===== src/logic/bsa_pkg.sv =====
// Constants, encodings and carrier types of the 8-bit add datapath.
// Assumes a single core clock and a register file answering reads one cycle later.
package bsa_pkg;

	// ==========================================================
	// Opcode layout
	localparam logic [3:0] OP_HI_ADD = 4'h0; // Upper nibble of plain add
	localparam logic [3:0] OP_HI_ADC = 4'h1; // Upper nibble of add with carry
	localparam logic [3:0] MODE_WW = 4'h2; // Working dst, working src
	localparam logic [3:0] MODE_WI = 4'h3; // Working dst, indirect working src
	localparam logic [3:0] MODE_RR = 4'h4; // Register dst, register src
	localparam logic [3:0] MODE_RI = 4'h5; // Register dst, indirect src
	localparam logic [3:0] MODE_RL = 4'h6; // Register dst, literal src
	localparam logic [3:0] MODE_IL = 4'h7; // Indirect dst, literal src

	// ==========================================================
	// Operand encoding
	localparam logic [3:0] WORK_NIBBLE = 4'he; // Upper nibble that picks working registers
	localparam logic [7:0] BYTE_ZERO = 8'h00; // Zero result and reset value

	// ==========================================================
	// Timing
	localparam int INSTR_CYCLES = 10; // Core cycles per instruction
	localparam logic [3:0] LAST_CYCLE = 4'(INSTR_CYCLES - 1); // Count at completion
	localparam logic [3:0] ONE_CYCLE = 4'h1; // Counter step

	// ==========================================================
	// Carrier types
	typedef struct packed {
		logic [7:0] operation_code_byte; // Opcode, first in machine order
		logic [7:0] first_operand; // Byte after the opcode
		logic [7:0] second_operand; // Third byte
	} bsa_instr_type;

	typedef struct packed {
		logic c; // Carry
		logic z; // Zero
		logic s; // Sign
		logic v; // Overflow
		logic d; // Decimal adjust
		logic h; // Half carry
	} bsa_flags_type;

	typedef enum logic [2:0] {
		ST_IDLE = 3'h0,
		ST_PTR = 3'h1,
		ST_PTRL = 3'h3,
		ST_SRC = 3'h2,
		ST_DST = 3'h6,
		ST_CALC = 3'h7,
		ST_WR = 3'h5,
		ST_HOLD = 3'h4
	} bsa_state_type;

endpackage : bsa_pkg


===== src/logic/bsa_byte_sum_alu.sv =====
// Add and add-with-carry execution unit: operand fetch, sum, flags and write-back.
// Assumes the decoder presents whole instructions on a start pulse and the register
// file answers a read strobe with data in the next cycle.
//
// Behaviour
// - Upper nibble E selects sixteen working registers
// - Upper nibble E selects a working register pair
// - Opcode first; full forms carry source first
// - Opcodes 12-17 hex are add with carry
// - Opcodes 02-07 hex are plain add
// - Carry add sums dst, src, carry
// - Plain add sums dst and src only
// - Zero flag set when result is zero
// - Sign flag copies result bit 7
// - Overflow on same-sign operands, flipped result
// - Decimal flag cleared; half carry from bit 3
// - Each instruction completes in ten cycles
//
// The implementer's own choices: the address-and-strobe port and the register addresses.
module bsa_byte_sum_alu import bsa_pkg::*; (
	input wire logic clk, // Core clock
	input wire logic rstn, // Synchronous reset, active low
	input wire logic start, // Instruction present, one-cycle pulse
	input wire bsa_instr_type instr, // Instruction bytes in machine order
	input wire logic carry_in, // Current carry flag
	input wire logic [7:0] reg_pointer, // Working register pointer
	output logic busy, // Instruction in progress
	output logic done, // Instruction complete, one-cycle pulse
	output logic reject, // Start with an opcode outside this unit
	output logic rd_en, // Register file read strobe
	output logic [7:0] rd_addr, // Register file read address
	input wire logic [7:0] rd_data, // Read data, one cycle after strobe
	output logic wr_en, // Register file write strobe
	output logic [7:0] wr_addr, // Register file write address
	output logic [7:0] wr_data, // Sum written back
	output logic flags_we, // Flag update strobe
	output bsa_flags_type flags_out, // Flags after the addition
	output logic [7:0] pair_addr // Register pair named by the first operand
);

	// ==========================================================
	// Decoding helpers

	// Working register address from a nibble
	function automatic logic [7:0] work_addr(input logic [7:0] rp, input logic [3:0] nib);
		work_addr = {rp[7:4], nib};
	endfunction : work_addr

	// Full register operand, with the working short form
	function automatic logic [7:0] resolve_reg(input logic [7:0] rp, input logic [7:0] b);
		if (b[7:4] == WORK_NIBBLE) begin
			resolve_reg = work_addr(rp, b[3:0]);
		end else begin
			resolve_reg = b;
		end
	endfunction : resolve_reg

	// Register pair operand, even address of the pair
	function automatic logic [7:0] resolve_pair(input logic [7:0] rp, input logic [7:0] b);
		if (b[7:4] == WORK_NIBBLE) begin
			resolve_pair = {rp[7:4], b[3:1], 1'b0};
		end else begin
			resolve_pair = {b[7:1], 1'b0};
		end
	endfunction : resolve_pair

	// Opcode belongs to one of the two add groups
	function automatic logic op_known(input logic [7:0] op);
		op_known = ((op[7:4] == OP_HI_ADD) || (op[7:4] == OP_HI_ADC))
			&& (op[3:0] >= MODE_WW) && (op[3:0] <= MODE_IL);
	endfunction : op_known

	// ==========================================================
	// State
	bsa_state_type state_reg, state_next;
	logic [3:0] cnt_reg, cnt_next;
	logic adc_reg, adc_next;
	logic cin_reg, cin_next;
	logic src_ind_reg, src_ind_next;
	logic dst_ind_reg, dst_ind_next;
	logic src_imm_reg, src_imm_next;
	logic [7:0] src_addr_reg, src_addr_next;
	logic [7:0] dst_addr_reg, dst_addr_next;
	logic [7:0] src_val_reg, src_val_next;
	logic [7:0] dst_val_reg, dst_val_next;
	logic rd_en_reg, rd_en_next;
	logic [7:0] rd_addr_reg, rd_addr_next;
	logic wr_en_reg, wr_en_next;
	logic [7:0] wr_addr_reg, wr_addr_next;
	logic [7:0] wr_data_reg, wr_data_next;
	bsa_flags_type flags_reg, flags_next;
	logic [7:0] pair_reg, pair_next;
	logic accept;
	logic [8:0] sum9;
	logic [4:0] low5;

	assign accept = (state_reg == ST_IDLE) && start && op_known(instr.operation_code_byte);

	// Sum of the destination as it arrives from the register file and the held source
	always_comb begin
		sum9 = {1'b0, rd_data} + {1'b0, src_val_reg} + {8'h00, adc_reg & cin_reg};
		low5 = {1'b0, rd_data[3:0]} + {1'b0, src_val_reg[3:0]}
			+ {4'h0, adc_reg & cin_reg};
	end

	// Sequencer: decode, pointer fetch, operand fetch, compute, write, pad
	always_comb begin
		state_next = state_reg;
		cnt_next = cnt_reg;
		adc_next = adc_reg;
		cin_next = cin_reg;
		src_ind_next = src_ind_reg;
		dst_ind_next = dst_ind_reg;
		src_imm_next = src_imm_reg;
		src_addr_next = src_addr_reg;
		dst_addr_next = dst_addr_reg;
		src_val_next = src_val_reg;
		dst_val_next = dst_val_reg;
		rd_en_next = 1'b0;
		rd_addr_next = rd_addr_reg;
		wr_en_next = 1'b0;
		wr_addr_next = wr_addr_reg;
		wr_data_next = wr_data_reg;
		flags_next = flags_reg;
		pair_next = pair_reg;
		if (state_reg != ST_IDLE) begin
			cnt_next = cnt_reg + ONE_CYCLE;
		end
		unique case (state_reg)
			ST_IDLE: begin
				cnt_next = BYTE_ZERO[3:0];
				if (accept) begin
					adc_next = (instr.operation_code_byte[7:4] == OP_HI_ADC);
					cin_next = carry_in;
					src_ind_next = 1'b0;
					dst_ind_next = 1'b0;
					src_imm_next = 1'b0;
					pair_next = resolve_pair(reg_pointer, instr.first_operand);
					cnt_next = ONE_CYCLE;
					state_next = ST_PTR;
					unique case (instr.operation_code_byte[3:0])
						MODE_WW: begin
							dst_addr_next = work_addr(reg_pointer, instr.first_operand[7:4]);
							src_addr_next = work_addr(reg_pointer, instr.first_operand[3:0]);
						end
						MODE_WI: begin
							dst_addr_next = work_addr(reg_pointer, instr.first_operand[7:4]);
							src_addr_next = work_addr(reg_pointer, instr.first_operand[3:0]);
							src_ind_next = 1'b1;
						end
						MODE_RR: begin
							src_addr_next = resolve_reg(reg_pointer, instr.first_operand);
							dst_addr_next = resolve_reg(reg_pointer, instr.second_operand);
						end
						MODE_RI: begin
							src_addr_next = resolve_reg(reg_pointer, instr.first_operand);
							dst_addr_next = resolve_reg(reg_pointer, instr.second_operand);
							src_ind_next = 1'b1;
						end
						MODE_RL: begin
							dst_addr_next = resolve_reg(reg_pointer, instr.first_operand);
							src_val_next = instr.second_operand;
							src_imm_next = 1'b1;
						end
						default: begin // Only MODE_IL remains once op_known holds
							dst_addr_next = resolve_reg(reg_pointer, instr.first_operand);
							src_val_next = instr.second_operand;
							src_imm_next = 1'b1;
							dst_ind_next = 1'b1;
						end
					endcase
					// Pointer register read for indirect forms
					rd_en_next = src_ind_next || dst_ind_next;
					rd_addr_next = src_ind_next ? src_addr_next : dst_addr_next;
				end
			end
			ST_PTR: begin
				state_next = ST_PTRL;
			end
			ST_PTRL: begin
				// Pointer contents become the operand address
				if (src_ind_reg) begin
					src_addr_next = rd_data;
				end
				if (dst_ind_reg) begin
					dst_addr_next = rd_data;
				end
				rd_en_next = !src_imm_reg;
				rd_addr_next = src_addr_next;
				state_next = ST_SRC;
			end
			ST_SRC: begin
				rd_en_next = 1'b1;
				rd_addr_next = dst_addr_reg;
				state_next = ST_DST;
			end
			ST_DST: begin
				if (!src_imm_reg) begin
					src_val_next = rd_data;
				end
				state_next = ST_CALC;
			end
			ST_CALC: begin
				// Source is only read, destination takes the sum
				dst_val_next = rd_data;
				wr_en_next = 1'b1;
				wr_addr_next = dst_addr_reg;
				wr_data_next = sum9[7:0];
				flags_next.c = sum9[8];
				flags_next.z = (sum9[7:0] == BYTE_ZERO);
				flags_next.s = sum9[7];
				flags_next.v = (rd_data[7] == src_val_reg[7])
					&& (sum9[7] != src_val_reg[7]);
				flags_next.d = 1'b0;
				flags_next.h = low5[4];
				state_next = ST_WR;
			end
			ST_WR: begin
				state_next = ST_HOLD;
			end
			ST_HOLD: begin
				// Pad to the fixed instruction length
				if (cnt_reg == LAST_CYCLE) begin
					state_next = ST_IDLE;
				end
			end
		endcase
	end

	// State registers
	always_ff @(posedge clk) begin
		if (!rstn) begin
			state_reg <= ST_IDLE;
			cnt_reg <= BYTE_ZERO[3:0];
			adc_reg <= 1'b0;
			cin_reg <= 1'b0;
			src_ind_reg <= 1'b0;
			dst_ind_reg <= 1'b0;
			src_imm_reg <= 1'b0;
			src_addr_reg <= BYTE_ZERO;
			dst_addr_reg <= BYTE_ZERO;
			src_val_reg <= BYTE_ZERO;
			dst_val_reg <= BYTE_ZERO;
			rd_en_reg <= 1'b0;
			rd_addr_reg <= BYTE_ZERO;
			wr_en_reg <= 1'b0;
			wr_addr_reg <= BYTE_ZERO;
			wr_data_reg <= BYTE_ZERO;
			flags_reg <= '0;
			pair_reg <= BYTE_ZERO;
		end else begin
			state_reg <= state_next;
			cnt_reg <= cnt_next;
			adc_reg <= adc_next;
			cin_reg <= cin_next;
			src_ind_reg <= src_ind_next;
			dst_ind_reg <= dst_ind_next;
			src_imm_reg <= src_imm_next;
			src_addr_reg <= src_addr_next;
			dst_addr_reg <= dst_addr_next;
			src_val_reg <= src_val_next;
			dst_val_reg <= dst_val_next;
			rd_en_reg <= rd_en_next;
			rd_addr_reg <= rd_addr_next;
			wr_en_reg <= wr_en_next;
			wr_addr_reg <= wr_addr_next;
			wr_data_reg <= wr_data_next;
			flags_reg <= flags_next;
			pair_reg <= pair_next;
		end
	end

	// Outputs
	assign busy = (state_reg != ST_IDLE);
	assign done = (state_reg == ST_HOLD) && (cnt_reg == LAST_CYCLE);
	assign reject = (state_reg == ST_IDLE) && start && !op_known(instr.operation_code_byte);
	assign rd_en = rd_en_reg;
	assign rd_addr = rd_addr_reg;
	assign wr_en = wr_en_reg;
	assign wr_addr = wr_addr_reg;
	assign wr_data = wr_data_reg;
	assign flags_we = wr_en_reg;
	assign flags_out = flags_reg;
	assign pair_addr = pair_reg;

	// ==========================================================
	// Checks
	a_done_ten_cycles: assert property (@(posedge clk) disable iff (!rstn)
		accept |=> !done [*8] ##1 done)
		else $error("done not nine cycles after accepted start");

	a_zero_flag: assert property (@(posedge clk) disable iff (!rstn)
		flags_we |-> (flags_out.z == (wr_data == BYTE_ZERO)))
		else $error("zero flag disagrees with result");

	a_sign_flag: assert property (@(posedge clk) disable iff (!rstn)
		flags_we |-> (flags_out.s == wr_data[7]))
		else $error("sign flag disagrees with result bit 7");

	a_decimal_clear: assert property (@(posedge clk) disable iff (!rstn)
		flags_we |-> !flags_out.d)
		else $error("decimal flag not cleared");

	a_carry_sum: assert property (@(posedge clk) disable iff (!rstn)
		(flags_we && adc_reg) |->
		({flags_out.c, wr_data} == ({1'b0, dst_val_reg} + {1'b0, src_val_reg}
		+ {8'h00, cin_reg})))
		else $error("carry add result or carry wrong");

	a_plain_sum: assert property (@(posedge clk) disable iff (!rstn)
		(flags_we && !adc_reg) |->
		({flags_out.c, wr_data} == ({1'b0, dst_val_reg} + {1'b0, src_val_reg})))
		else $error("plain add result or carry wrong");

	a_overflow_flag: assert property (@(posedge clk) disable iff (!rstn)
		flags_we |-> (flags_out.v == ((dst_val_reg[7] == src_val_reg[7])
		&& (wr_data[7] != dst_val_reg[7]))))
		else $error("overflow flag wrong");

	a_half_carry: assert property (@(posedge clk) disable iff (!rstn)
		flags_we |-> (flags_out.h == (dst_val_reg[4] ^ src_val_reg[4] ^ wr_data[4])))
		else $error("half carry flag wrong");

	a_work_dst: assert property (@(posedge clk) disable iff (!rstn)
		(accept && (instr.operation_code_byte[3:0] == MODE_RR)
		&& (instr.second_operand[7:4] == WORK_NIBBLE)) |->
		##6 (wr_en && (wr_addr == {$past(reg_pointer[7:4], 6), $past(instr.second_operand[3:0], 6)})))
		else $error("working destination address wrong");

	a_pointer_read: assert property (@(posedge clk) disable iff (!rstn)
		(accept && (instr.operation_code_byte[3:0] == MODE_WI)) |->
		##1 rd_en ##2 (rd_en && (rd_addr == $past(rd_data))))
		else $error("indirect source not read through pointer");

endmodule : bsa_byte_sum_alu


===== config.mk =====
export PLATFORM = sky130hd
export DESIGN_NAME = bsa_byte_sum_alu
export DESIGN_NICKNAME = d
export VERILOG_FILES = /design/src/logic/bsa_pkg.sv /design/src/logic/bsa_byte_sum_alu.sv
export SDC_FILE = /design/constraint.sdc
export NUM_CORES = 1
export LEC_CHECK = 0
export BUFFER_PORTS_ARGS = -buffer_cell sky130_fd_sc_hd__buf_4
export CORE_ASPECT_RATIO = 0.6
export CORE_UTILIZATION = 40
export CTS_BUF_LIST = sky130_fd_sc_hd__clkbuf_8
export DETAILED_ROUTE_END_ITERATION = 10
export SKIP_LAST_GASP = 1
export SLEW_MARGIN = 20
export SYNTH_ARGS = -nofsm -noshare
export SYNTH_HDL_FRONTEND = slang
export SYNTH_SLANG_ARGS = --single-unit

===== constraint.sdc =====
create_clock -name clk -period 2.65 [get_ports clk]
set_clock_uncertainty 0.05 [all_clocks]
set_input_delay 0.265 -clock clk [delete_from_list [all_inputs] [get_ports clk]]
set_output_delay 0.265 -clock clk [all_outputs]
set_load 0.05 [all_outputs]

* Yosys cells after proc, flatten, opt, wreduce, memory -nomap -nowiden
Cells that the tools add are included.
Widths: inputs -> output; s select.
** Storage, ports and cells
- Register bits :: 75
- Bits of input ports :: 44
** Operators by class
- Add/subtract/negate cells :: 5
- Order comparisons :: 2
- Equality and inequality tests :: 23
- Mux-type cells :: 34
- Bitwise gates (word level) :: 1
- Reductions and logical operators :: 30
** Operators with widths (count)
- $mux 8 :: 12
- $pmux 8 s2 :: 5
- $pmux 3 s8 :: 1
- $pmux 8 s3 :: 1
- $eq 3x3->1 const B :: 4
- $eq 4x3->1 const B :: 3
- $eq 4x4->1 const B :: 3
- $mux 1 :: 10
- $add 8x8->9 :: 1
- $add 9x1->9 :: 1
- $eq 4x2->1 const B :: 2
- $logic_not 8->1 :: 1
- $mux 4 :: 2
- $ne 2x2->1 const B :: 4
- $reduce_and 2->1 :: 4
- $logic_and 1x1->1 :: 7
- $eq 3x2->1 const B :: 2
- $mux 3 :: 2
- $reduce_bool 2->1 :: 3
- $reduce_bool 3->1 :: 2
- $reduce_or 2->1 :: 3
- $add 4x4->5 :: 1
- $add 5x1->5 :: 1
- $reduce_or 5->1 :: 1
- 17 further kinds :: 19

* Logic depth before layout (Yosys ltp)
Gate-level depths: netlist of run 1.
- Depth after elaboration :: 10
- Depth in mapped cells :: 8
- Mapped depth without buffers :: 8

* Least setup slack after synthesis of run 1
No wires, ideal clock.
- Kind :: register to register
- Start :: register adc_reg
- End :: register wr_data_reg[6] (netlist: wr_data[6])
- Library setup time :: 0.116 ns
- Data arrival time :: 2.233 ns
- Slack :: 0.251 ns
- Stages on the path, launching flop included :: 9
- Clock period less this slack :: 2.399 ns
- Cell sequence :: dfxtp_1 > and2_1 > fa_1 > fa_1 > a21o_1 > a2111oi_0 > a211o_1 > xnor2_1 > o211a_1
** Between the ends
- Longest elaborated chain between the ends :: 2
** Ends and longest elaborated chain
- start, declared :: line bsa_byte_sum_alu.sv:77 : logic adc_reg, adc_next;
- start signal, assigned :: line bsa_byte_sum_alu.sv:254 : adc_reg <= adc_next;
- $and 1x1->1 :: line bsa_byte_sum_alu.sv:101 : sum9 = {1'b0, rd_data} + {1'b0, src_val_reg} + {8'h00, adc_reg & cin_reg};
- $add 9x1->9 :: line bsa_byte_sum_alu.sv:101
- end signal, assigned :: line bsa_byte_sum_alu.sv:267 : wr_data_reg <= wr_data_next;
- end, declared :: line bsa_byte_sum_alu.sv:90 : logic [7:0] wr_data_reg, wr_data_next;
Every way passes these cells.
A chain may end at the register's enable or synchronous reset.

* Final worst setup path of run 1
- Start :: register adc_reg
- End :: register flags_reg, in the netlist flags_out[4]
** Between the ends
- Longest elaborated chain between the ends :: 3
** Ends and longest elaborated chain
- $and 1x1->1 :: line bsa_byte_sum_alu.sv:101
- $add 9x1->9 :: line bsa_byte_sum_alu.sv:101
- $logic_not 8->1 :: line bsa_byte_sum_alu.sv:210 : flags_next.z = (sum9[7:0] == BYTE_ZERO);
- end signal, assigned :: line bsa_byte_sum_alu.sv:268 : flags_reg <= flags_next;
- end, declared :: line bsa_byte_sum_alu.sv:91 : bsa_flags_type flags_reg, flags_next;
Every way passes these cells.

==> results.md, run 1 <==
* Main flop type after synthesis: dfxtp_1
* Synth-to-layout area growth at 22.4%
* Post-Route WL at 13,400 um
* CP Data Arrival Time at 2.75 ns
* Hold Crit Class: in -> reg
* Gate Count Post-Synth at 524
* Max-Cap Viols at 0
* Post-synthesis mux area share at 3.39%
* Leakage at 2.01 nW
* FF+latch area at 1460 um^2
* Count of cell types in the netlist at 62
* Clock buffer count from CTS at 9
* Crit share post-route at 95.7%
* CP required at 2.87 ns
* DP Wirelength at 9970 um
* Power density over cell area at 663 nW/um^2
* Startpoint types: flop
* Fmax at 394 MHz
* Worst-path fanout max at 3
* Antenna violations before repair at 1
* Slew headroom at 27.9%
* Max-slew violation count at 0
* Largest net degree at the start of global routing at 51
* Die ar. at 10,900 um^2
* Critical path class: reg -> reg
* Vias in the first global route at 3,879
* Simple-Gate Fraction of Synth Area at 22.0%
* Detail Route Antenna Nets at 0
* Critical-path cell list: and2_1 > fa_2 > fa_1 > a21o_1 > a2111oi_2 > a211o_1 > xnor2_1 > o31ai_1
* N_diodes at 0
* # rows at 28
* Slowest stage delay, CP at 0.41 ns
* Vias per std cell at 5.78
* Element type at the critical path end: flop
* Port buffer count at 81
* RePlAce Congestion at 0.882
* Register area share after synthesis at 35.0%
* Mapped Area at 4180 um^2
* Outcome: finished clean
* Overflow after GRT at 0
* Final hold viol count at 0
* Skew-Pair Late Insertion Delay at 0.35 ns
* XOR/XNOR Fraction of Synth Area at 1.86%
* Final Net Count at 649
* RSZ-0062 raised after global routing: no
* Avg Inst Size Synth at 7.97 um^2
* Largest family of logic cells by synthesized area: compound AO/OA/AOI/OAI gates
* CTS clk-pin slew, worst paths at 0.08 ns
* Placed Instances at 718
* Ports at 88
* Yosys warns at 0
* Die X at 134 um
* Maximum vdd ir drop at 0.528 mV
* Core area at 9980 um^2
* Clock sink count at 73
* Slew of the pin with the lowest slew margin at 1.08 ns
* Tot GR Track Use at 25.5%
* Final core utilization at 51.2%
* Count of state elements after synthesis at 73
* Cts hold-fix bufs at 0
* Synth async-reset ratio at 0%
* Drt initial violations at 393
* Post-CTS Setup Inserts at 0
* Multi-input gate area at 2490 um^2
* Height of the die at 81.1 um
* Initial core utilization at 41.8%
* DR pass1 iterations at 6
* CTS Buffer Depth at 2
* Post-synth EDFFs at 0
* Slowest-stage cell, CP: fa_1
* Final Setup Violations at 0
* Layout Cells excl Fill at 734
* Tmin final at 2.54 ns
* TritonCTS clock tree: built
* Share of layout cells above drive strength 1 at 20.2%
* First-pass GRT wire length at 21,100 um
* Layout filler cell count at 1,009
* Post-synthesis compound-gate area fraction at 28.4%
* Adder-cell share of the synthesized area at 3.66%
* DR vias at 4,243
* DR WL/cell at 18.2 um
* Residual DRC count at 0
* Htree depth at 3
* Root Buffer: clkbuf_8
## logic make-up (layout without fill, tap and decap cells)
| logic type | after synthesis | in the layout |
|---|---|---|
| multiplexers | 14 | 14 |
| other | 1 | 2 |
| adder cells (fa/ha/maj) | 11 | 11 |
| XOR/XNOR | 8 | 8 |
| flip-flops | 73 | 73 |
| AND/OR/NAND/NOR | 188 | 188 |
| buffers and inverters | 51 | 125 |
| AO/OA/AOI/OAI | 178 | 178 |
## synth_stat cells, types with 4 or more instances
cell type	n	area, um^2
dfxtp_1	73	1460
nand2_1	69	259
a21oi_1	53	265
nor2_1	45	169
o21ai_0	33	165
clkbuf_1	22	82.6
o211ai_1	16	120
nand3_1	15	75.1
inv_1	13	48.8
mux2i_1	13	130
a31oi_1	12	75.1
a211oi_1	9	67.6
ha_1	9	113
or3_1	9	56.3
a211o_1	8	70.1
and2_1	7	43.8
nand2b_1	7	43.8
buf_2	6	30.0
o221ai_1	6	52.6
a221oi_1	5	43.8
a32oi_1	5	43.8
nand4_1	5	31.3
nor2b_1	5	31.3
nor3_1	5	25.0
nor3b_1	5	37.5
xnor2_1	5	43.8
a22o_1	4	35.0
buf_4	4	30.0
nand4bb_1	4	45.0
o31ai_1	4	30.0
## report_power, final
group          internal (mW)  switching, mW
Sequential              1.18         0.0822
Combinational          0.379          0.793
Clock                  0.522          0.431
Total                   2.08           1.31
## repair_timing
| item | in CTS | in global routing |
|---|---|---|
| endpoints found under the hold margin | 0 | 0 |
| endpoints found under the setup margin | 2 | 2 |
| gates cloned | 0 | 0 |
| gates resized for setup | 1 | 3 |
## layout by cell type, fill, tap and decap left out, types with 5 or more instances in the layout
cell type / n
buf_4: 94
dfxtp_1: 73
nand2_1: 69
a21oi_1: 52
nor2_1: 45
o21ai_0: 33
o211ai_1: 16
nand3_1: 15
inv_1: 14
mux2i_1: 13
a31oi_1: 12
a211oi_1: 9
or3_1: 9
ha_1: 9
clkbuf_8: 9
a211o_1: 8
and2_1: 7
nand2b_1: 7
o221ai_1: 6
xnor2_1: 5
nor3b_1: 5
nand4_1: 5
nor3_1: 5
nor2b_1: 5
a221oi_1: 5
a32oi_1: 5
## per-stage QoR
stage / power (mW) / area (um^2) / hold slack, ns / setup slack (ns) / setup TNS (ns)
2_1_floorplan: 2.06 / 4180 / 0.351 / 0.251 / 0
6_report: 3.39 / 5110 / 0.130 / 0.114 / 0
3_3_place_gp: 2.42 / 4890 / 0.394 / 0.113 / 0
5_1_grt: 3.56 / 5110 / 0.144 / 0.0100 / 0
3_5_place_dp: 2.44 / 4890 / 0.400 / -0.0198 / -0.0249
4_1_cts: 3.39 / 5100 / 0.111 / 0.00229 / 0
## cell type report
cell class              instances  share of cell area (%)
clock buffers                   9                    2.42
clock inverters                 7                    1.69
inverters                      14                    1.03
multi-input cells             401                    48.8
flip-flops and latches         73                    28.6
well taps                     135                    3.30
repair buffers                 95                    14.2
## final timing paths
path,from,end,slack (ns),depth (start not counted)
hold reg to reg,adc_reg,adc_reg,0.41,2
setup / recovery,adc_reg,flags_out[4],0.11,8
setup reg to reg,adc_reg,flags_out[4],0.11,8
hold / removal,carry_in,cin_reg,0.13,3
## metal layers
metal	routed length (um)	track usage [%]	share of wire, %	vias up
met3	1340	8.61	10	10
met5	0	0	0	-
met2	5260	34.9	39	183
li1	-	-	-	2063
met1	6680	38.1	50	1987
met4	88	4.43	0.66	0
## critical path: cells and delay by family (launching register included)
kind,cells,cell delay [ns]
AOI/OAI and AO/OA,4,1.01
adders and majority gates,2,0.79
DFF,1,0.31
and+or+nand+nor,1,0.21
xor gates and xnor gates,1,0.08
No activity file was read; power rests on OpenSTA's default activity.
==> run 2: changes to the inputs <==
PLACE_DENSITY = 0.58   (was unset)
==> results.md, run 2 (synthesis results as in run 1) <==
* Outcome: finished clean
* Port buffer count at 81
* Cts hold-fix bufs at 0
* Max-slew violation count at 0
* Drt initial violations at 318
* Element type at the critical path end: flop
* Fmax at 400 MHz
* Hold WS at 0.116 ns
* Commonest non-fill, non-tap cell in the layout: buf_4
* Slew headroom at 55.3%
* Root Buffer: clkbuf_8
* Reg power frac at 37.5%
* Share of layout cells above drive strength 1 at 20.4%
* Overflow after GRT at 0
* Placed Instances at 718
* Hold Crit Class: in -> reg
* Layout filler cell count at 1,007
* CTS Buffer Depth at 2
* Layout Cells excl Fill at 734
* Skew-Pair Late Insertion Delay at 0.36 ns
* Post-CTS Setup Inserts at 0
* Tmin final at 2.50 ns
* RePlAce Congestion at 0.899
* Clock sink count at 73
* Startpoint types: flop
* Critical path class: reg -> reg
* DR vias at 4,237
* Final hold viol count at 0
* Detail Route Antenna Nets at 0
* Commonest non-fill, non-tap cells in the layout: buf_4, dfxtp_1, nand2_1, a21oi_1, nor2_1
* Worst r2r src: adc_reg
* NetSw at 1.34 mW
* Setup crit start: adc_reg
* Max-Cap Viols at 0
* Final Net Count at 649
* Post-Route WL at 13,200 um
* Hold path depth at 3
* Final core utilization at 51.0%
* Switching share of power at 39.5%
* Vias per std cell at 5.77
* Ports at 88
* Total Power at 3.38 mW
* Capture point of the worst path: wr_data[6]
* Cell internal pwr at 2.04 mW
* DR pass1 iterations at 5
* Core area at 9980 um^2
* Area after DPL at 4880 um^2
* Final Setup Violations at 0
* DR WL/cell at 18.0 um
* R2R Setup Slk at 0.15 ns
* Clock buffer count from CTS at 9
* Die X at 134 um
* Final instance area at 5090 um^2
* Tot GR Track Use at 25.5%
* Height of the die at 81.1 um
* Hold path start: carry_in
* N_diodes at 0
* Synth-to-layout area growth at 22.0%
* Worst reg2reg path endpoint: wr_data[6]
* CTS clk-pin slew, worst paths at 0.08 ns
* Residual DRC count at 0
* Reg2Reg Depth at 8
* Worst-path fanout max at 3
* Maximum vdd ir drop at 0.467 mV
* Power density over cell area at 664 nW/um^2
* CP Data Arrival Time at 2.71 ns
* DP Wirelength at 9900 um
* CTS resizes at 0
* Leakage at 2.00 nW
* Slew of the pin with the lowest slew margin at 0.665 ns
* TritonCTS clock tree: built
* Clock power frac at 27.2%
* Initial core utilization at 41.8%
* Largest net degree at the start of global routing at 33
* Vias in the first global route at 3,763
* First-pass GRT wire length at 20,900 um
* CP required at 2.86 ns
* Die ar. at 10,900 um^2
* Htree depth at 3
* Crit share post-route at 94.3%
* Comb pwr share at 35.3%
* Antenna violations before repair at 0
* # rows at 28
run 2: per-stage QoR:
step	setup TNS, ns	worst slack (ns)
after global placement	0	0.107
after global routing	-0.000262	-0.000262
after detailed placement	0	0.0916
after floorplan	0	0.251
after CTS	0	0.0928
final	0	0.152
run 2: how the worst min path moves through the flow:
| stage | end | slack [ns] |
|---|---|---|
| finish | cin_reg | 0.12 |
| global route | adc_reg | 0.12 |
| CTS | cin_reg | 0.1 |
| detailed placement | wr_addr[0] | 0.40 |
| global placement | cin_reg | 0.39 |
| floorplan | adc_reg | 0.35 |
run 2: layout make-up:
class	instances	area, um^2	share of cell area (%)
clock buffer	10	138	2.70
clock inverter	6	65.1	1.28
inverter	14	52.6	1.03
multi-input combinational	401	2490	49.0
sequential	73	1460	28.7
tap	135	169	3.32
timing repair buffer	95	713	14.0
run 2: power by group through the flow:
stage	logic (mW)	clock network [mW]	registers (mW)
5_1_grt	1.29	0.995	1.28
3_3_place_gp	1.17	0	1.29
2_1_floorplan	0.658	0	1.41
4_1_cts	1.18	0.938	1.27
3_5_place_dp	1.17	0	1.29
6_report	1.19	0.918	1.27
run 2: worst max-delay path: stages, from the launching register on:
cell and delay (ns):
dfxtp_1 0.31, and2_1 0.20, fa_2 0.38, fa_1 0.41, a21o_1 0.23, a2111oi_2 0.37
a211o_1 0.16, xnor2_1 0.08, o211a_1 0.20
run 2: per-layer routing:
layer | vias up | wire length [um] | global-route usage [%]
li1 | 2054 | - | -
met1 | 2001 | 6690 | 38.1
met5 | - | 0 | 0
met3 | 10 | 1160 | 7.05
met4 | 0 | 96 | 5.91
met2 | 172 | 5270 | 35.4
